<file path="src/inc/monitor_control_map.svh">
// Summary of operation
// RULE1: lock set makes these registers read-only
// RULE2: low_power_select 0 sleep, 1 low power
// RULE3: monitor_cycle_select 0 continuous, 1 cycling
// RULE4: global_irq_enable gates alert_out_n pin function
// RULE5: averaging_select sets averages for six measurements
// RULE6: averaging_select bit 7 forces 32 everywhere
// RULE7: decode 000,001,01x,1xx gives listed averages
// RULE8: averaging_select resets to 010, register 40h
// RULE9: host leaves special bits 3, 4 alone
// RULE10: bits 3 and 7 gate rail channels
// RULE11: voltage group enable needs global enable too
// RULE12: config bit 0 routes alert to fan_speed_input_three pin
// RULE13: config bit 1 routes alert to pulse2 pin
// RULE14: temp_reading_valid read-only, resets to 0
// RULE15: spinup_reduce_enable resets 1, shortens spin-up
// RULE16: config bit 7 write starts self-clearing reset
// RULE17: soft reset restores defaults, keeps readings
// RULE18: host keeps config bits 5, 6 zero
// RULE19: soft reset finishes within one clock
// RULE20: tach and temp groups also need global
`ifndef MONITOR_CONTROL_MAP_SVH
`define MONITOR_CONTROL_MAP_SVH

// register offsets
`define SPECIAL_FUNCTION_CONTROL_OFS 8'h7C
`define VOLTAGE_ALERT_ENABLE_OFS     8'h7E
`define DEVICE_CONFIGURATION_OFS     8'h7F

// reset values
`define SPECIAL_FUNCTION_CONTROL_RST 8'h40
`define VOLTAGE_ALERT_ENABLE_RST     8'hEC
`define DEVICE_CONFIGURATION_RST     8'h10

// special function field positions
`define LOW_POWER_SELECT_BIT     0
`define MONITOR_CYCLE_SELECT_BIT 1
`define GLOBAL_IRQ_ENABLE_BIT    2
`define AVERAGING_SELECT_MSB     7
`define AVERAGING_SELECT_LSB     5

// voltage alert enable field positions
`define VOLTAGE_GROUP_IRQ_ENABLE_BIT 0
`define CORE_RAIL_CHANNEL_BIT        3
`define SUPPLY_RAIL_CHANNEL_BIT      7

// configuration field positions
`define FAN_SPEED_INPUT_THREE_PIN_ALERT_SELECT_BIT  0
`define PULSE2_PIN_ALERT_SELECT_BIT 1
`define TEMP_READING_VALID_BIT      3
`define SPINUP_REDUCE_ENABLE_BIT    4
`define SOFT_RESET_TRIGGER_BIT      7

// averaging counts per reading
`define AVG_COUNT_1   8'h01
`define AVG_COUNT_8   8'h08
`define AVG_COUNT_16  8'h10
`define AVG_COUNT_32  8'h20
`define AVG_COUNT_128 8'h80

`endif

</file>
<file path="src/inc/monitor_control_pkg.sv">
`default_nettype none
package monitor_control_pkg;

  // one host register access
  typedef struct packed {
    logic       wr;    // write strobe
    logic       rd;    // read strobe
    logic [7:0] addr;  // register offset
    logic [7:0] wdata; // write data
  } reg_req_t;

  // averages applied per measurement class
  typedef struct packed {
    logic [7:0] remote;   // both remote diodes
    logic [7:0] internal; // internal diode
    logic [7:0] voltage;  // all voltage readings
  } avg_counts_t;

  // averaging decode classes
  typedef enum logic [1:0] {
    AVG_DEEP  = 2'b00,
    AVG_LIGHT = 2'b01,
    AVG_MID   = 2'b10,
    AVG_MAX   = 2'b11
  } avg_mode_t;

endpackage
`default_nettype wire

</file>
<file path="src/core/monitor_control_registers.sv">
`timescale 1ns/10ps
`default_nettype none
`include "monitor_control_map.svh"

module monitor_control_registers (
  input  wire logic                          i_clk,
  input  wire logic                          i_rstn,
  input  wire logic                          i_ce,
  input  wire monitor_control_pkg::reg_req_t i_req,
  input  wire logic                          i_lock,
  input  wire logic                          i_temp_valid,
  input  wire logic                          i_core_rail_limit,
  input  wire logic                          i_supply_rail_limit,
  input  wire logic                          i_tach_alert,
  input  wire logic                          i_tach_group_en,
  input  wire logic                          i_temp_alert,
  input  wire logic                          i_temp_group_en,
  input  wire logic                          i_fan_speed_input_three_pin_i,
  input  wire logic                          i_pulse_out_two,
  output logic [7:0]                         o_rdata,
  output logic                               o_rvalid,
  output logic                               o_low_power_select,
  output logic                               o_monitor_cycle_select,
  output monitor_control_pkg::avg_counts_t   o_avg_counts,
  output logic                               o_core_rail_enable,
  output logic                               o_supply_rail_enable,
  output logic                               o_spinup_reduce_enable,
  output logic                               o_soft_reset,
  output logic                               o_alert_out_n,
  output logic                               o_fan_speed_input_three,
  output logic                               o_fan_speed_input_three_pin_o,
  output logic                               o_fan_speed_input_three_pin_oe,
  output logic                               o_pulse2_pin_o,
  output logic                               o_pulse2_pin_oe
);

  // ---------------------------------------------------------------
  // storage
  // ---------------------------------------------------------------

  // special function control byte
  logic [7:0] special_function_control;
  // voltage alert enable byte
  logic [7:0] voltage_alert_enable;
  // writable part of the configuration byte
  logic [7:0] device_configuration;
  // temperature readings valid, tracked from the engine
  logic       temp_reading_valid;
  // one-cycle soft reset in progress
  logic       soft_reset_pending;

  // ---------------------------------------------------------------
  // write decode
  // ---------------------------------------------------------------

  // write accepted only while unlocked
  logic write_ok;
  // per-register write hits
  logic wr_special;
  logic wr_voltage;
  logic wr_config;
  // host asks for a soft reset
  logic soft_reset_req;

  // gate every write with the lock
  assign write_ok = i_req.wr & ~i_lock; // RULE1

  // address hits
  assign wr_special = write_ok &
                      (i_req.addr == `SPECIAL_FUNCTION_CONTROL_OFS);
  assign wr_voltage = write_ok &
                      (i_req.addr == `VOLTAGE_ALERT_ENABLE_OFS);
  assign wr_config  = write_ok &
                      (i_req.addr == `DEVICE_CONFIGURATION_OFS);

  // writing a one to the trigger bit starts the soft reset
  assign soft_reset_req = wr_config &
                          i_req.wdata[`SOFT_RESET_TRIGGER_BIT]; // RULE16

  // ---------------------------------------------------------------
  // soft reset sequencing
  // ---------------------------------------------------------------

  // the pending flag lives exactly one cycle, then the registers
  // are back at their defaults and the trigger reads zero again
  always_ff @(posedge i_clk) begin
    if (!i_rstn) begin
      soft_reset_pending <= 1'b0;
    end else if (i_ce) begin
      soft_reset_pending <= soft_reset_req & ~soft_reset_pending; // RULE19
    end
  end

  // ---------------------------------------------------------------
  // special function control
  // ---------------------------------------------------------------

  // defaults on power-on or soft reset, else host write
  always_ff @(posedge i_clk) begin
    if (!i_rstn) begin
      special_function_control <= `SPECIAL_FUNCTION_CONTROL_RST; // RULE8
    end else if (i_ce) begin
      if (soft_reset_pending) begin
        // defaults come back; reading registers live elsewhere
        special_function_control <= `SPECIAL_FUNCTION_CONTROL_RST; // RULE17
      end else if (wr_special) begin
        // reserved bits 3 and 4 are stored as written
        special_function_control <= i_req.wdata; // RULE9
      end
    end
  end

  // ---------------------------------------------------------------
  // voltage alert enable
  // ---------------------------------------------------------------

  // reserved bits kept read/write like the rest
  always_ff @(posedge i_clk) begin
    if (!i_rstn) begin
      voltage_alert_enable <= `VOLTAGE_ALERT_ENABLE_RST;
    end else if (i_ce) begin
      if (soft_reset_pending) begin
        voltage_alert_enable <= `VOLTAGE_ALERT_ENABLE_RST; // RULE17
      end else if (wr_voltage) begin
        voltage_alert_enable <= i_req.wdata;
      end
    end
  end

  // ---------------------------------------------------------------
  // device configuration
  // ---------------------------------------------------------------

  // bit 3 and bit 7 are never stored here; bits 5 and 6 hold
  // whatever the host wrote
  always_ff @(posedge i_clk) begin
    if (!i_rstn) begin
      device_configuration <= `DEVICE_CONFIGURATION_RST; // RULE15
    end else if (i_ce) begin
      if (soft_reset_pending) begin
        device_configuration <= `DEVICE_CONFIGURATION_RST; // RULE17
      end else if (wr_config) begin
        device_configuration <= i_req.wdata; // RULE18
        // read-only and self-clearing bits stay zero
        device_configuration[`TEMP_READING_VALID_BIT] <= 1'b0;
        device_configuration[`SOFT_RESET_TRIGGER_BIT] <= 1'b0;
      end
    end
  end

  // ---------------------------------------------------------------
  // temperature reading valid flag
  // ---------------------------------------------------------------

  // follows the engine; cleared by either reset
  always_ff @(posedge i_clk) begin
    if (!i_rstn) begin
      temp_reading_valid <= 1'b0; // RULE14
    end else if (i_ce) begin
      if (soft_reset_pending) begin
        temp_reading_valid <= 1'b0; // RULE14
      end else begin
        temp_reading_valid <= i_temp_valid; // RULE14
      end
    end
  end

  // ---------------------------------------------------------------
  // read back
  // ---------------------------------------------------------------

  // assembled configuration view
  logic [7:0] config_view;

  // live status bits merged over the stored byte
  always_comb begin
    config_view = device_configuration;
    config_view[`TEMP_READING_VALID_BIT] = temp_reading_valid; // RULE14
    config_view[`SOFT_RESET_TRIGGER_BIT] = soft_reset_pending; // RULE16
  end

  // registered read data, unmapped offsets read zero
  always_ff @(posedge i_clk) begin
    if (!i_rstn) begin
      o_rdata  <= 8'h00;
      o_rvalid <= 1'b0;
    end else if (i_ce) begin
      o_rvalid <= i_req.rd;
      if (i_req.rd) begin
        unique case (i_req.addr)
          `SPECIAL_FUNCTION_CONTROL_OFS: begin
            o_rdata <= special_function_control;
          end
          `VOLTAGE_ALERT_ENABLE_OFS: begin
            o_rdata <= voltage_alert_enable;
          end
          `DEVICE_CONFIGURATION_OFS: begin
            o_rdata <= config_view;
          end
          default: begin
            // any other offset belongs to another block
            o_rdata <= 8'h00;
          end
        endcase
      end
    end
  end

  // ---------------------------------------------------------------
  // averaging decode
  // ---------------------------------------------------------------

  // averaging class picked from the select field
  monitor_control_pkg::avg_mode_t avg_mode;
  // counts for the chosen class
  monitor_control_pkg::avg_counts_t next_avg_counts;
  // select field alias
  logic [2:0] averaging_select;

  assign averaging_select =
    special_function_control[`AVERAGING_SELECT_MSB:`AVERAGING_SELECT_LSB];

  // most significant bit wins
  always_comb begin
    if (averaging_select[2]) begin
      avg_mode = monitor_control_pkg::AVG_MAX; // RULE6
    end else if (averaging_select[1]) begin
      avg_mode = monitor_control_pkg::AVG_MID; // RULE7
    end else if (averaging_select[0]) begin
      avg_mode = monitor_control_pkg::AVG_LIGHT; // RULE7
    end else begin
      avg_mode = monitor_control_pkg::AVG_DEEP; // RULE7
    end
  end

  // counts per class: remote diodes, internal diode, voltages
  always_comb begin
    unique case (avg_mode)
      monitor_control_pkg::AVG_DEEP: begin
        next_avg_counts.remote   = `AVG_COUNT_128;
        next_avg_counts.internal = `AVG_COUNT_8;
        next_avg_counts.voltage  = `AVG_COUNT_8;
      end
      monitor_control_pkg::AVG_LIGHT: begin
        next_avg_counts.remote   = `AVG_COUNT_16;
        next_avg_counts.internal = `AVG_COUNT_1;
        next_avg_counts.voltage  = `AVG_COUNT_1;
      end
      monitor_control_pkg::AVG_MID: begin
        next_avg_counts.remote   = `AVG_COUNT_16;
        next_avg_counts.internal = `AVG_COUNT_16;
        next_avg_counts.voltage  = `AVG_COUNT_16;
      end
      monitor_control_pkg::AVG_MAX: begin
        next_avg_counts.remote   = `AVG_COUNT_32;
        next_avg_counts.internal = `AVG_COUNT_32;
        next_avg_counts.voltage  = `AVG_COUNT_32;
      end
    endcase
  end

  // ---------------------------------------------------------------
  // mode and enable outputs
  // ---------------------------------------------------------------

  // registered copies for the measurement engine and fan logic
  always_ff @(posedge i_clk) begin
    if (!i_rstn) begin
      o_low_power_select     <= 1'b0;
      o_monitor_cycle_select <= 1'b0;
      o_avg_counts.remote    <= `AVG_COUNT_16;
      o_avg_counts.internal  <= `AVG_COUNT_16;
      o_avg_counts.voltage   <= `AVG_COUNT_16;
      o_core_rail_enable     <= 1'b1;
      o_supply_rail_enable   <= 1'b1;
      o_spinup_reduce_enable <= 1'b1;
      o_soft_reset           <= 1'b0;
    end else if (i_ce) begin
      // sleep when clear, deeper low power when set
      o_low_power_select <=
        special_function_control[`LOW_POWER_SELECT_BIT]; // RULE2
      // continuous when clear, cycling when set
      o_monitor_cycle_select <=
        special_function_control[`MONITOR_CYCLE_SELECT_BIT]; // RULE3
      // averages for all six measurements
      o_avg_counts <= next_avg_counts; // RULE5
      // per-channel enables for status and alerts
      o_core_rail_enable <=
        voltage_alert_enable[`CORE_RAIL_CHANNEL_BIT]; // RULE10
      o_supply_rail_enable <=
        voltage_alert_enable[`SUPPLY_RAIL_CHANNEL_BIT]; // RULE10
      // spin-up shortening for the fan logic
      o_spinup_reduce_enable <=
        device_configuration[`SPINUP_REDUCE_ENABLE_BIT]; // RULE15
      // tells the other register blocks to reload defaults
      o_soft_reset <= soft_reset_pending; // RULE17
    end
  end

  // ---------------------------------------------------------------
  // alert combine
  // ---------------------------------------------------------------

  // gated event sources
  logic volt_event;
  logic group_event;
  logic next_alert_n;

  // only enabled rails count
  assign volt_event =
    (i_core_rail_limit &
     voltage_alert_enable[`CORE_RAIL_CHANNEL_BIT]) |
    (i_supply_rail_limit &
     voltage_alert_enable[`SUPPLY_RAIL_CHANNEL_BIT]); // RULE10

  // each group needs its own enable
  assign group_event =
    (volt_event &
     voltage_alert_enable[`VOLTAGE_GROUP_IRQ_ENABLE_BIT]) | // RULE11
    (i_tach_alert & i_tach_group_en) | // RULE20
    (i_temp_alert & i_temp_group_en); // RULE20

  // nothing reaches the pin without the global enable
  assign next_alert_n =
    ~(group_event &
      special_function_control[`GLOBAL_IRQ_ENABLE_BIT]); // RULE4

  // ---------------------------------------------------------------
  // shared pin routing
  // ---------------------------------------------------------------

  // pin select aliases
  logic fan_speed_input_three_as_alert;
  logic pulse2_as_alert;

  assign fan_speed_input_three_as_alert =
    device_configuration[`FAN_SPEED_INPUT_THREE_PIN_ALERT_SELECT_BIT];
  assign pulse2_as_alert =
    device_configuration[`PULSE2_PIN_ALERT_SELECT_BIT];

  // alert is open-drain: enabled only while pulling low
  always_ff @(posedge i_clk) begin
    if (!i_rstn) begin
      o_alert_out_n           <= 1'b1;
      o_fan_speed_input_three <= 1'b0;
      o_fan_speed_input_three_pin_o           <= 1'b0;
      o_fan_speed_input_three_pin_oe          <= 1'b0;
      o_pulse2_pin_o          <= 1'b0;
      o_pulse2_pin_oe         <= 1'b0;
    end else if (i_ce) begin
      o_alert_out_n <= next_alert_n; // RULE4
      // fan_speed_input_three pin: input when clear, alert output when set
      o_fan_speed_input_three_pin_o  <= 1'b0;
      o_fan_speed_input_three_pin_oe <= fan_speed_input_three_as_alert & ~next_alert_n; // RULE12
      if (fan_speed_input_three_as_alert) begin
        // tach logic sees a quiet input while the pin is taken
        o_fan_speed_input_three <= 1'b0; // RULE12
      end else begin
        o_fan_speed_input_three <= i_fan_speed_input_three_pin_i; // RULE12
      end
      // pulse2 pin: pwm output when clear, alert output when set
      if (pulse2_as_alert) begin
        o_pulse2_pin_o  <= 1'b0; // RULE13
        o_pulse2_pin_oe <= ~next_alert_n; // RULE13
      end else begin
        o_pulse2_pin_o  <= i_pulse_out_two; // RULE13
        o_pulse2_pin_oe <= 1'b1; // RULE13
      end
    end
  end

endmodule

`default_nettype wire

</file>
<file path="config.mk">
export PLATFORM = sky130hd
export DESIGN_NAME = monitor_control_registers
export DESIGN_NICKNAME = d
export VERILOG_FILES = /design/src/inc/monitor_control_pkg.sv /design/src/core/monitor_control_registers.sv
export VERILOG_INCLUDE_DIRS = /design/src /design/src/inc
export SDC_FILE = /design/constraint.sdc
export NUM_CORES = 1
export LEC_CHECK = 0
export BUFFER_PORTS_ARGS = -buffer_cell sky130_fd_sc_hd__buf_2
export CAP_MARGIN = 20
export CORE_UTILIZATION = 50
export DETAILED_ROUTE_END_ITERATION = 16
export HOLD_SLACK_MARGIN = 0.12
export PLACE_DENSITY = 0.83
export SLEW_MARGIN = 20
export SYNTH_ARGS = -nofsm -noshare
export SYNTH_HDL_FRONTEND = slang
export SYNTH_SLANG_ARGS = --single-unit
</file>
<file path="constraint.sdc">
create_clock -name i_clk -period 1.8 [get_ports i_clk]
set_clock_uncertainty 0.2 [all_clocks]
set_input_delay 0.09 -clock i_clk [delete_from_list [all_inputs] [get_ports i_clk]]
set_output_delay 0.09 -clock i_clk [all_outputs]
set_load 0.005 [all_outputs]
</file>
After elaboration in Yosys (flattened, before gate mapping)
Cells that the tools add are included.
{"block": "word_totals", "reg_bits": 69, "latch_bits": 0, "ramBits": 0, "romBits": 0, "in_bits": 31, "out_inout_bits": 45, "word_cells": 69, "mem_count": 0}
{"block": "classes", "add_sub_neg": 0, "multipliers": 0, "div": 0, "n_lt_le_gt_ge": 0, "eq_ne": 6, "shifts": 0, "mux": 15, "bitwise_logic": 19, "reduce_logical": 8}
{"operator": "case mux 24 bit (4 select lines)", "n": 1}
{"operator": "2-to-1 mux 8 bit", "n": 4}
{"operator": "== test 8 x 7 -> 1 bit, second input constant", "n": 3}
{"operator": "case mux 8 bit (3 select lines)", "n": 1}
{"operator": "2-to-1 mux 7 bit", "n": 2}
{"operator": "AND 1 bit", "n": 13}
{"operator": "AND reduction 2 bit", "n": 4}
{"operator": "nonzero test 2 bit", "n": 3}
{"operator": "2-to-1 mux 1 bit", "n": 5}
{"operator": "== test 2 bit, second input constant", "n": 2}
{"operator": "2-to-1 mux 2 bit", "n": 2}
{"operator": "NOT 1 bit", "n": 3}
{"operator": "bitwise OR 1 bit", "n": 3}
{"operator": "== test 2 x 1 -> 1 bit, second input constant", "n": 1}
{"operator": "zero test 2 bit", "n": 1}

Logic depth before layout (Yosys ltp)
Gate-level depths: netlist (run 1).
{"block": "depth", "ltp_word": 7, "ltp_mapped": 6, "depth_no_buf": 6}

Least setup slack after synthesis (run 1)
No wires, ideal clock.
{"block": "synth_path", "path_kind": "input to register", "start": "input port i_req[15] in the netlist's numbering", "end": "register voltage_alert_enable[2]", "setup_ns": 0.117, "arrival_ns": 1.267, "t_required_ns": 1.483, "setup_slack_ns": 0.216, "stages": 5, "n_path_buf": 1, "path_cell_list": "nand2b_4 -> or3_4 -> or3_1 -> buf_6 -> o22a_1"}
{"block": "synth_via", "elab_chain_cells": 4}
{"item": "start: declaration", "line_no": "monitor_control_registers.sv:9", "source": "input wire monitor_control_pkg::reg_req_t i_req,"}
{"item": "== test 8 x 7 -> 1 bit"}
{"item": "AND 1 bit", "line_no": "monitor_control_registers.sv:71", "source": "assign wr_voltage = write_ok &"}
{"item": "nonzero test 2 bit (no source line)"}
{"item": "AND reduction 2 bit (no source line)"}
{"item": "end signal: assignment", "line_no": "monitor_control_registers.sv:120", "source": "voltage_alert_enable <= `VOLTAGE_ALERT_ENABLE_RST;"}
{"item": "end signal: assignment", "line_no": "monitor_control_registers.sv:123", "source": "voltage_alert_enable <= `VOLTAGE_ALERT_ENABLE_RST;"}
{"item": "end signal: assignment", "line_no": "monitor_control_registers.sv:125", "source": "voltage_alert_enable <= i_req.wdata;"}
{"item": "end: declaration", "line_no": "monitor_control_registers.sv:44", "source": "logic [7:0] voltage_alert_enable;"}
No other way between the ends.
A chain may end at the register's enable or synchronous reset.

Final worst setup path (run 1)
{"block": "layout_path", "start": "input port i_rstn", "end": "register o_pulse2_pin_o"}
{"item": "start: declaration", "line_no": "monitor_control_registers.sv:7", "source": "input wire logic i_rstn,"}
{"item": "end signal: assignment", "line_no": "monitor_control_registers.sv:366", "source": "o_pulse2_pin_o <= i_pulse_out_two;"}
{"item": "end: declaration", "line_no": "monitor_control_registers.sv:33", "source": "output logic o_pulse2_pin_o,"}
No word-level cell between the ends.

==> results.sh, run 1 <==
export IMPL_outcome="finished clean"
export IMPL_min_path_type="in -> reg"
export IMPL_overflow=0
export IMPL_pwr_density_cell_mw_per_mm2=688
export IMPL_multi_input_area_mm2=0.00110
export IMPL_area_growth_syn_to_layout_pct=28.2
export IMPL_whs_path_depth=4
export IMPL_fin_ws_ps=127
export IMPL_fmax_mhz=598
export IMPL_num_vias=1886
export IMPL_clk_latency_ps=300
export IMPL_ys_flop_type="dfxtp_1"
export IMPL_ys_top_cells_by_area="dfxtp_1 43%, mux2i_1 8.3%, buf_4 6.6%"
export IMPL_r2r_slack_ps=170
export IMPL_place_hpwl_mm=3.57
export IMPL_final_cells=362
export IMPL_worst_ep_arrival_time_ps=1730
export IMPL_wl_mm=5.29
export IMPL_regToRegEndpoint="voltage_alert_enable[6]"
export IMPL_drive_above_1_share=0.284
export IMPL_grt_max_degree=29
export IMPL_yosysMostFrequentCell="dfxtp_1"
export IMPL_synth_cell_types=40
export IMPL_endpoint_kind="register"
export IMPL_utilization=0.670
export IMPL_grt_pass1_wl_mm=8.80
export IMPL_drc=0
export IMPL_syn_avg_cell_area_um2=10.3
export IMPL_synth_cells=222
export IMPL_regArea_um2=981
export IMPL_numCtsBuffers=5
export IMPL_min_delay_start="i_ce"
export IMPL_dieWidth_um=69.7
export IMPL_holdPathEnd="o_fan_speed_input_three_pin_oe"
export IMPL_clockPowerShare=0.348
export IMPL_antenna_found_initial=0
export IMPL_power_total_mw=2.02
export IMPL_synth_edff_count=0
export IMPL_ios=76
export IMPL_start_util=0.523
export IMPL_drv_cap=0
export IMPL_clkSinkCount=49
export IMPL_vias_per_cell=5.21
export IMPL_numPortBuffers=61
export IMPL_fill_cells=348
export IMPL_cts_tree="done"
export IMPL_seq_power_share=0.541
export IMPL_wl_per_cell_um=14.6
export IMPL_die_y_um=69.7
export IMPL_fin_crit_sh=0.930
export IMPL_holdWs_ps=133
export IMPL_yosys_area_top_type="dfxtp_1"
export IMPL_leakagePower_nw=1.33
export IMPL_worst_r2r_path_depth=3
export IMPL_clkTransAtPathRegs_ps=90
export IMPL_dp_cells=330
export IMPL_clockBufferDepth=2
export IMPL_p_comb_frac=0.111
export IMPL_postRouteAntennaNets=0
export IMPL_post_dp_cell_area_mm2=0.00259
export IMPL_root_buffer="clkbuf_8"
export IMPL_netSwitchingPower_mw=0.474
export IMPL_cts_htree_levels=2
export IMPL_p_sw_frac=0.234
export IMPL_power_internal_mw=1.55
export IMPL_rsz0062_at_grt="no"
export IMPL_grt_usage=0.229
export IMPL_syn_area_mm2=0.00229
export IMPL_fin_crit_ps=1670
export IMPL_n_antenna_cell=0
export IMPL_hold_viol=0
export IMPL_firstDrtPassIters=4
export IMPL_report_final_slew_viol_count=0
export IMPL_coreArea_mm2=0.00438
export IMPL_grt_pass1_vias=1866
export IMPL_path_class="in -> reg"
export IMPL_num_nets_final=344
export IMPL_finalWeightedCongestion=0.831
export IMPL_max_slew_margin_rel=0.624
export IMPL_cp_max_fo=27
export IMPL_tightestPinTransition_ps=562
export IMPL_finalSetupTns_ps=0
export IMPL_yosys_warnings=0
export IMPL_synth_ff_latch_count=49
export IMPL_finalSetupViolCount=0
export IMPL_synthArstFlopShare=0
export IMPL_peakVddDrop_mv=0.453
export IMPL_placementRows=24
export IMPL_synth_commonest_cells="49 x dfxtp_1, 20 x buf_4, 19 x mux2i_1"
export IMPL_final_cell_area_mm2=0.00294
export IMPL_yosysSeqAreaShare=0.428
export IMPL_die_area_mm2=0.00486
export IMPL_yosysTopAreaCellShare=0.428
export IMPL_crit_path_start_kind="primary input"
export IMPL_first_iter_violations=107
export IMPL_dp_slack_ps=10.5
export IMPL_cp_required_ps=1850
export IMPL_rr_startpoint="soft_reset_pending"
worst max path at each step:
stage                                         end      start  depth (start not counted)  slack (ps)
after CTS                          o_pulse2_pin_o     i_rstn                          5          80
final                              o_pulse2_pin_o     i_rstn                          5         130
after detailed placement  voltage_alert_enable[6]  i_req[15]                          5          10
after global routing               o_pulse2_pin_o     i_rstn                          5          40
after floorplan           voltage_alert_enable[2]  i_req[15]                          5         220
after global placement    voltage_alert_enable[5]  i_req[15]                          5          40
power groups by stage:
stage	logic [mW]	registers (mW)	clock network, mW
floorplan	0.120	1.12	0
global placement	0.177	1.12	0
detailed placement	0.179	1.12	0
CTS	0.219	1.09	0.717
global route	0.242	1.09	0.752
finish	0.224	1.09	0.704
metal layers:
| metal | global-route usage | vias up | wire length, um |
|---|---|---|---|
| li1 | - | 929 | - |
| met1 | 0.301 | 881 | 2500 |
| met2 | 0.366 | 63 | 2400 |
| met3 | 0.0538 | 13 | 269 |
| met4 | 0.0844 | 0 | 119 |
| met5 | 0 | - | 0 |
worst max-delay path, stage by stage:
cell,delay (ps)
dlygate4sd3_1,520
buf_2,160
buf_6,210
a21boi_0,180
dlygate4sd3_1,560
what timing repair did:
item,4_1_cts,5_1_grt
hold endpoints to repair,37,0
hold buffers,24,0
setup buffers,0,0
gates resized for setup,0,1
endpoints found under the setup margin,0,2
logic make-up (layout without fill, tap and decap cells):
| family | after synthesis | in the layout | synth area share |
|---|---|---|---|
| muxes | 19 | 19 | 0.0830 |
| DFF | 49 | 49 | 0.428 |
| other | 1 | 14 | 0.00164 |
| buffers and inverters | 43 | 118 | 0.111 |
| AOI/OAI and AO/OA | 54 | 54 | 0.204 |
| adders and majority gates | 4 | 4 | 0.0218 |
| and+or+nand+nor | 52 | 52 | 0.150 |
cell type report:
class	count	share of cell area
timing repair buffer	96	0.215
clock inverter	1	0.00170
tap	52	0.0222
inverter	14	0.0179
sequential	49	0.334
multi-input combinational	143	0.376
clock buffer	7	0.0328
registers in the layout, summed over array words and instances, names as in the netlist, 5 cells and up:
signal / count
voltage_alert_enable: 8
o_rdata: 8
special_function_control: 8
o_avg_counts: 5
device_configuration: 6
cells in the final DEF, fill, tap and decap left out, types with 10 or more instances in the layout:
cell            n
a22oi_1        11
a22o_1         13
buf_2          61
dfxtp_1        49
conb_1         14
buf_4          10
nor2b_1        14
mux2i_1        19
dlygate4sd3_1  24
inv_1          13
nand2_1        12
(Power assumes the default switching activity.)
==> run 2: changes to the inputs <==
Settings changed: CORE_UTILIZATION 50 to 45, PLACE_DENSITY 0.83 to 0.79.
Clock period 1.8 ns to 1.35 ns, I/O delays scaled along.
==> results.sh, run 2 (synthesis results as in run 1) <==
export IMPL_outcome="finished, violations left"
export IMPL_violations="negative hold slack, negative setup slack"
export IMPL_worst_r2r_path_depth=3
export IMPL_worst_path_largest_cell_delay_ps=410
export IMPL_finalWeightedCongestion=0.864
export IMPL_crit_chain="nand3b_1 -> or3_4 -> o22a_1"
export IMPL_placementRows=25
export IMPL_cts_tree="done"
export IMPL_die_y_um=73.4
export IMPL_area_growth_syn_to_layout_pct=38.4
export IMPL_overflow=0
export IMPL_finalSetupViolCount=22
export IMPL_place_hpwl_mm=3.95
export IMPL_drc=0
export IMPL_wl_per_cell_um=14.7
export IMPL_post_dp_cell_area_mm2=0.00272
export IMPL_fin_ws_ps=-103
export IMPL_firstDrtPassIters=4
export IMPL_peakVddDrop_mv=0.536
export IMPL_leakagePower_nw=1.41
export IMPL_pwr_density_cell_mw_per_mm2=907
export IMPL_first_iter_violations=81
export IMPL_cts_htree_levels=2
export IMPL_hold_viol=1
export IMPL_cp_slowest_cell="or3_4"
export IMPL_coreArea_mm2=0.00482
export IMPL_rr_startpoint="soft_reset_pending"
export IMPL_n_antenna_cell=0
export IMPL_numPortBuffers=61
export IMPL_utilization=0.658
export IMPL_fin_crit_sh=1.08
export IMPL_start_util=0.476
export IMPL_final_common_cell="buf_2"
export IMPL_drv_cap=0
export IMPL_num_vias=1999
export IMPL_grt_pass1_vias=1875
export IMPL_layout_common_cells="61 x buf_2, 46 x dfxtp_1, 25 x buf_4"
export IMPL_clkTransAtPathRegs_ps=90
export IMPL_min_path_type="in -> reg"
export IMPL_num_nets_final=357
export IMPL_dp_slack_ps=-340
export IMPL_vias_per_cell=5.13
export IMPL_die_area_mm2=0.00538
export IMPL_power_total_mw=2.88
export IMPL_fin_crit_ps=1450
export IMPL_dieWidth_um=73.4
export IMPL_holdWs_ps=-27.0
export IMPL_root_buffer="clkbuf_8"
export IMPL_clk_latency_ps=310
export IMPL_top_regs="o_rdata x8, special_function_control x8, voltage_alert_enable x8"
export IMPL_crit_start="soft_reset_pending"
export IMPL_worst_ep_arrival_time_ps=1450
export IMPL_path_class="reg -> reg"
export IMPL_grt_usage=0.224
export IMPL_endpoint_kind="register"
export IMPL_rsz0062_at_grt="yes"
export IMPL_r2r_slack_ps=-100
export IMPL_wl_mm=5.74
export IMPL_antenna_found_initial=0
export IMPL_clkSinkCount=49
export IMPL_postRouteAntennaNets=0
export IMPL_report_final_slew_viol_count=0
export IMPL_clockBufferDepth=2
export IMPL_finalSetupTns_ps=-1510
export IMPL_final_cell_area_mm2=0.00317
export IMPL_drive_above_1_share=0.381
export IMPL_endpoint="voltage_alert_enable[2]"
export IMPL_crit_path_start_kind="register"
export IMPL_cp_required_ps=1340
export IMPL_grt_pass1_wl_mm=9.11
export IMPL_regToRegEndpoint="voltage_alert_enable[2]"
export IMPL_numCtsBuffers=5
export IMPL_fmax_mhz=688
export IMPL_ios=76
export IMPL_dp_cells=359
export IMPL_cp_max_fo=8
export IMPL_final_cells=390
export IMPL_grt_max_degree=18
[run 2: worst min-delay path by stage]
stage,cells past startpoint,from,slack [ps],endpoint
6_report,4,i_req[17],-30,soft_reset_pending
5_1_grt,4,i_req[14],2,soft_reset_pending
4_1_cts,4,i_req[17],-30,soft_reset_pending
3_5_place_dp,2,i_req[4],100,special_function_control[4]
3_3_place_gp,2,i_req[3],100,voltage_alert_enable[3]
2_1_floorplan,1,i_req[2],-10,voltage_alert_enable[2]
[run 2: final cells by class]
type,count,area [um^2]
timing repair buffer,109,729
inverter,14,57.6
clock buffer,6,82.6
fill,401,1650
clock inverter,2,37.5
multi-input combinational,143,1200
tap,67,83.8
sequential,49,985
[run 2: routing by layer]
| layer | routed length (um) | vias up | GRT usage | share of wire |
|---|---|---|---|---|
| met3 | 328 | 15 | 0.0480 | 0.057 |
| li1 | - | 956 | - | - |
| met2 | 2710 | 78 | 0.368 | 0.47 |
| met4 | 127 | 0 | 0.0769 | 0.022 |
| met1 | 2570 | 950 | 0.290 | 0.45 |
| met5 | 0 | - | 0 | 0 |
[run 2: timing repair]
item | CTS | global route
buffers inserted | 2 | 1
hold buffers | 21 | 1
resized for setup | 16 | 12
endpoints found under the setup margin | 26 | 44
pin swaps | 9 | 5
endpoints found under the hold margin | 49 | 27
[run 2: where the power goes]
part / internal [mW] / total [mW] / switching [mW]
combinational: 0.160 / 0.317 / 0.157
sequential: 1.45 / 1.46 / 0.00460
clock: 0.602 / 1.10 / 0.501
[run 2: critical path, delay by kind of cell (launching register included)]
kind,cells,cell delay (ps)
flip-flops,1,340
AO/OA/AOI/OAI,1,200
AND/OR/NAND/NOR,2,600
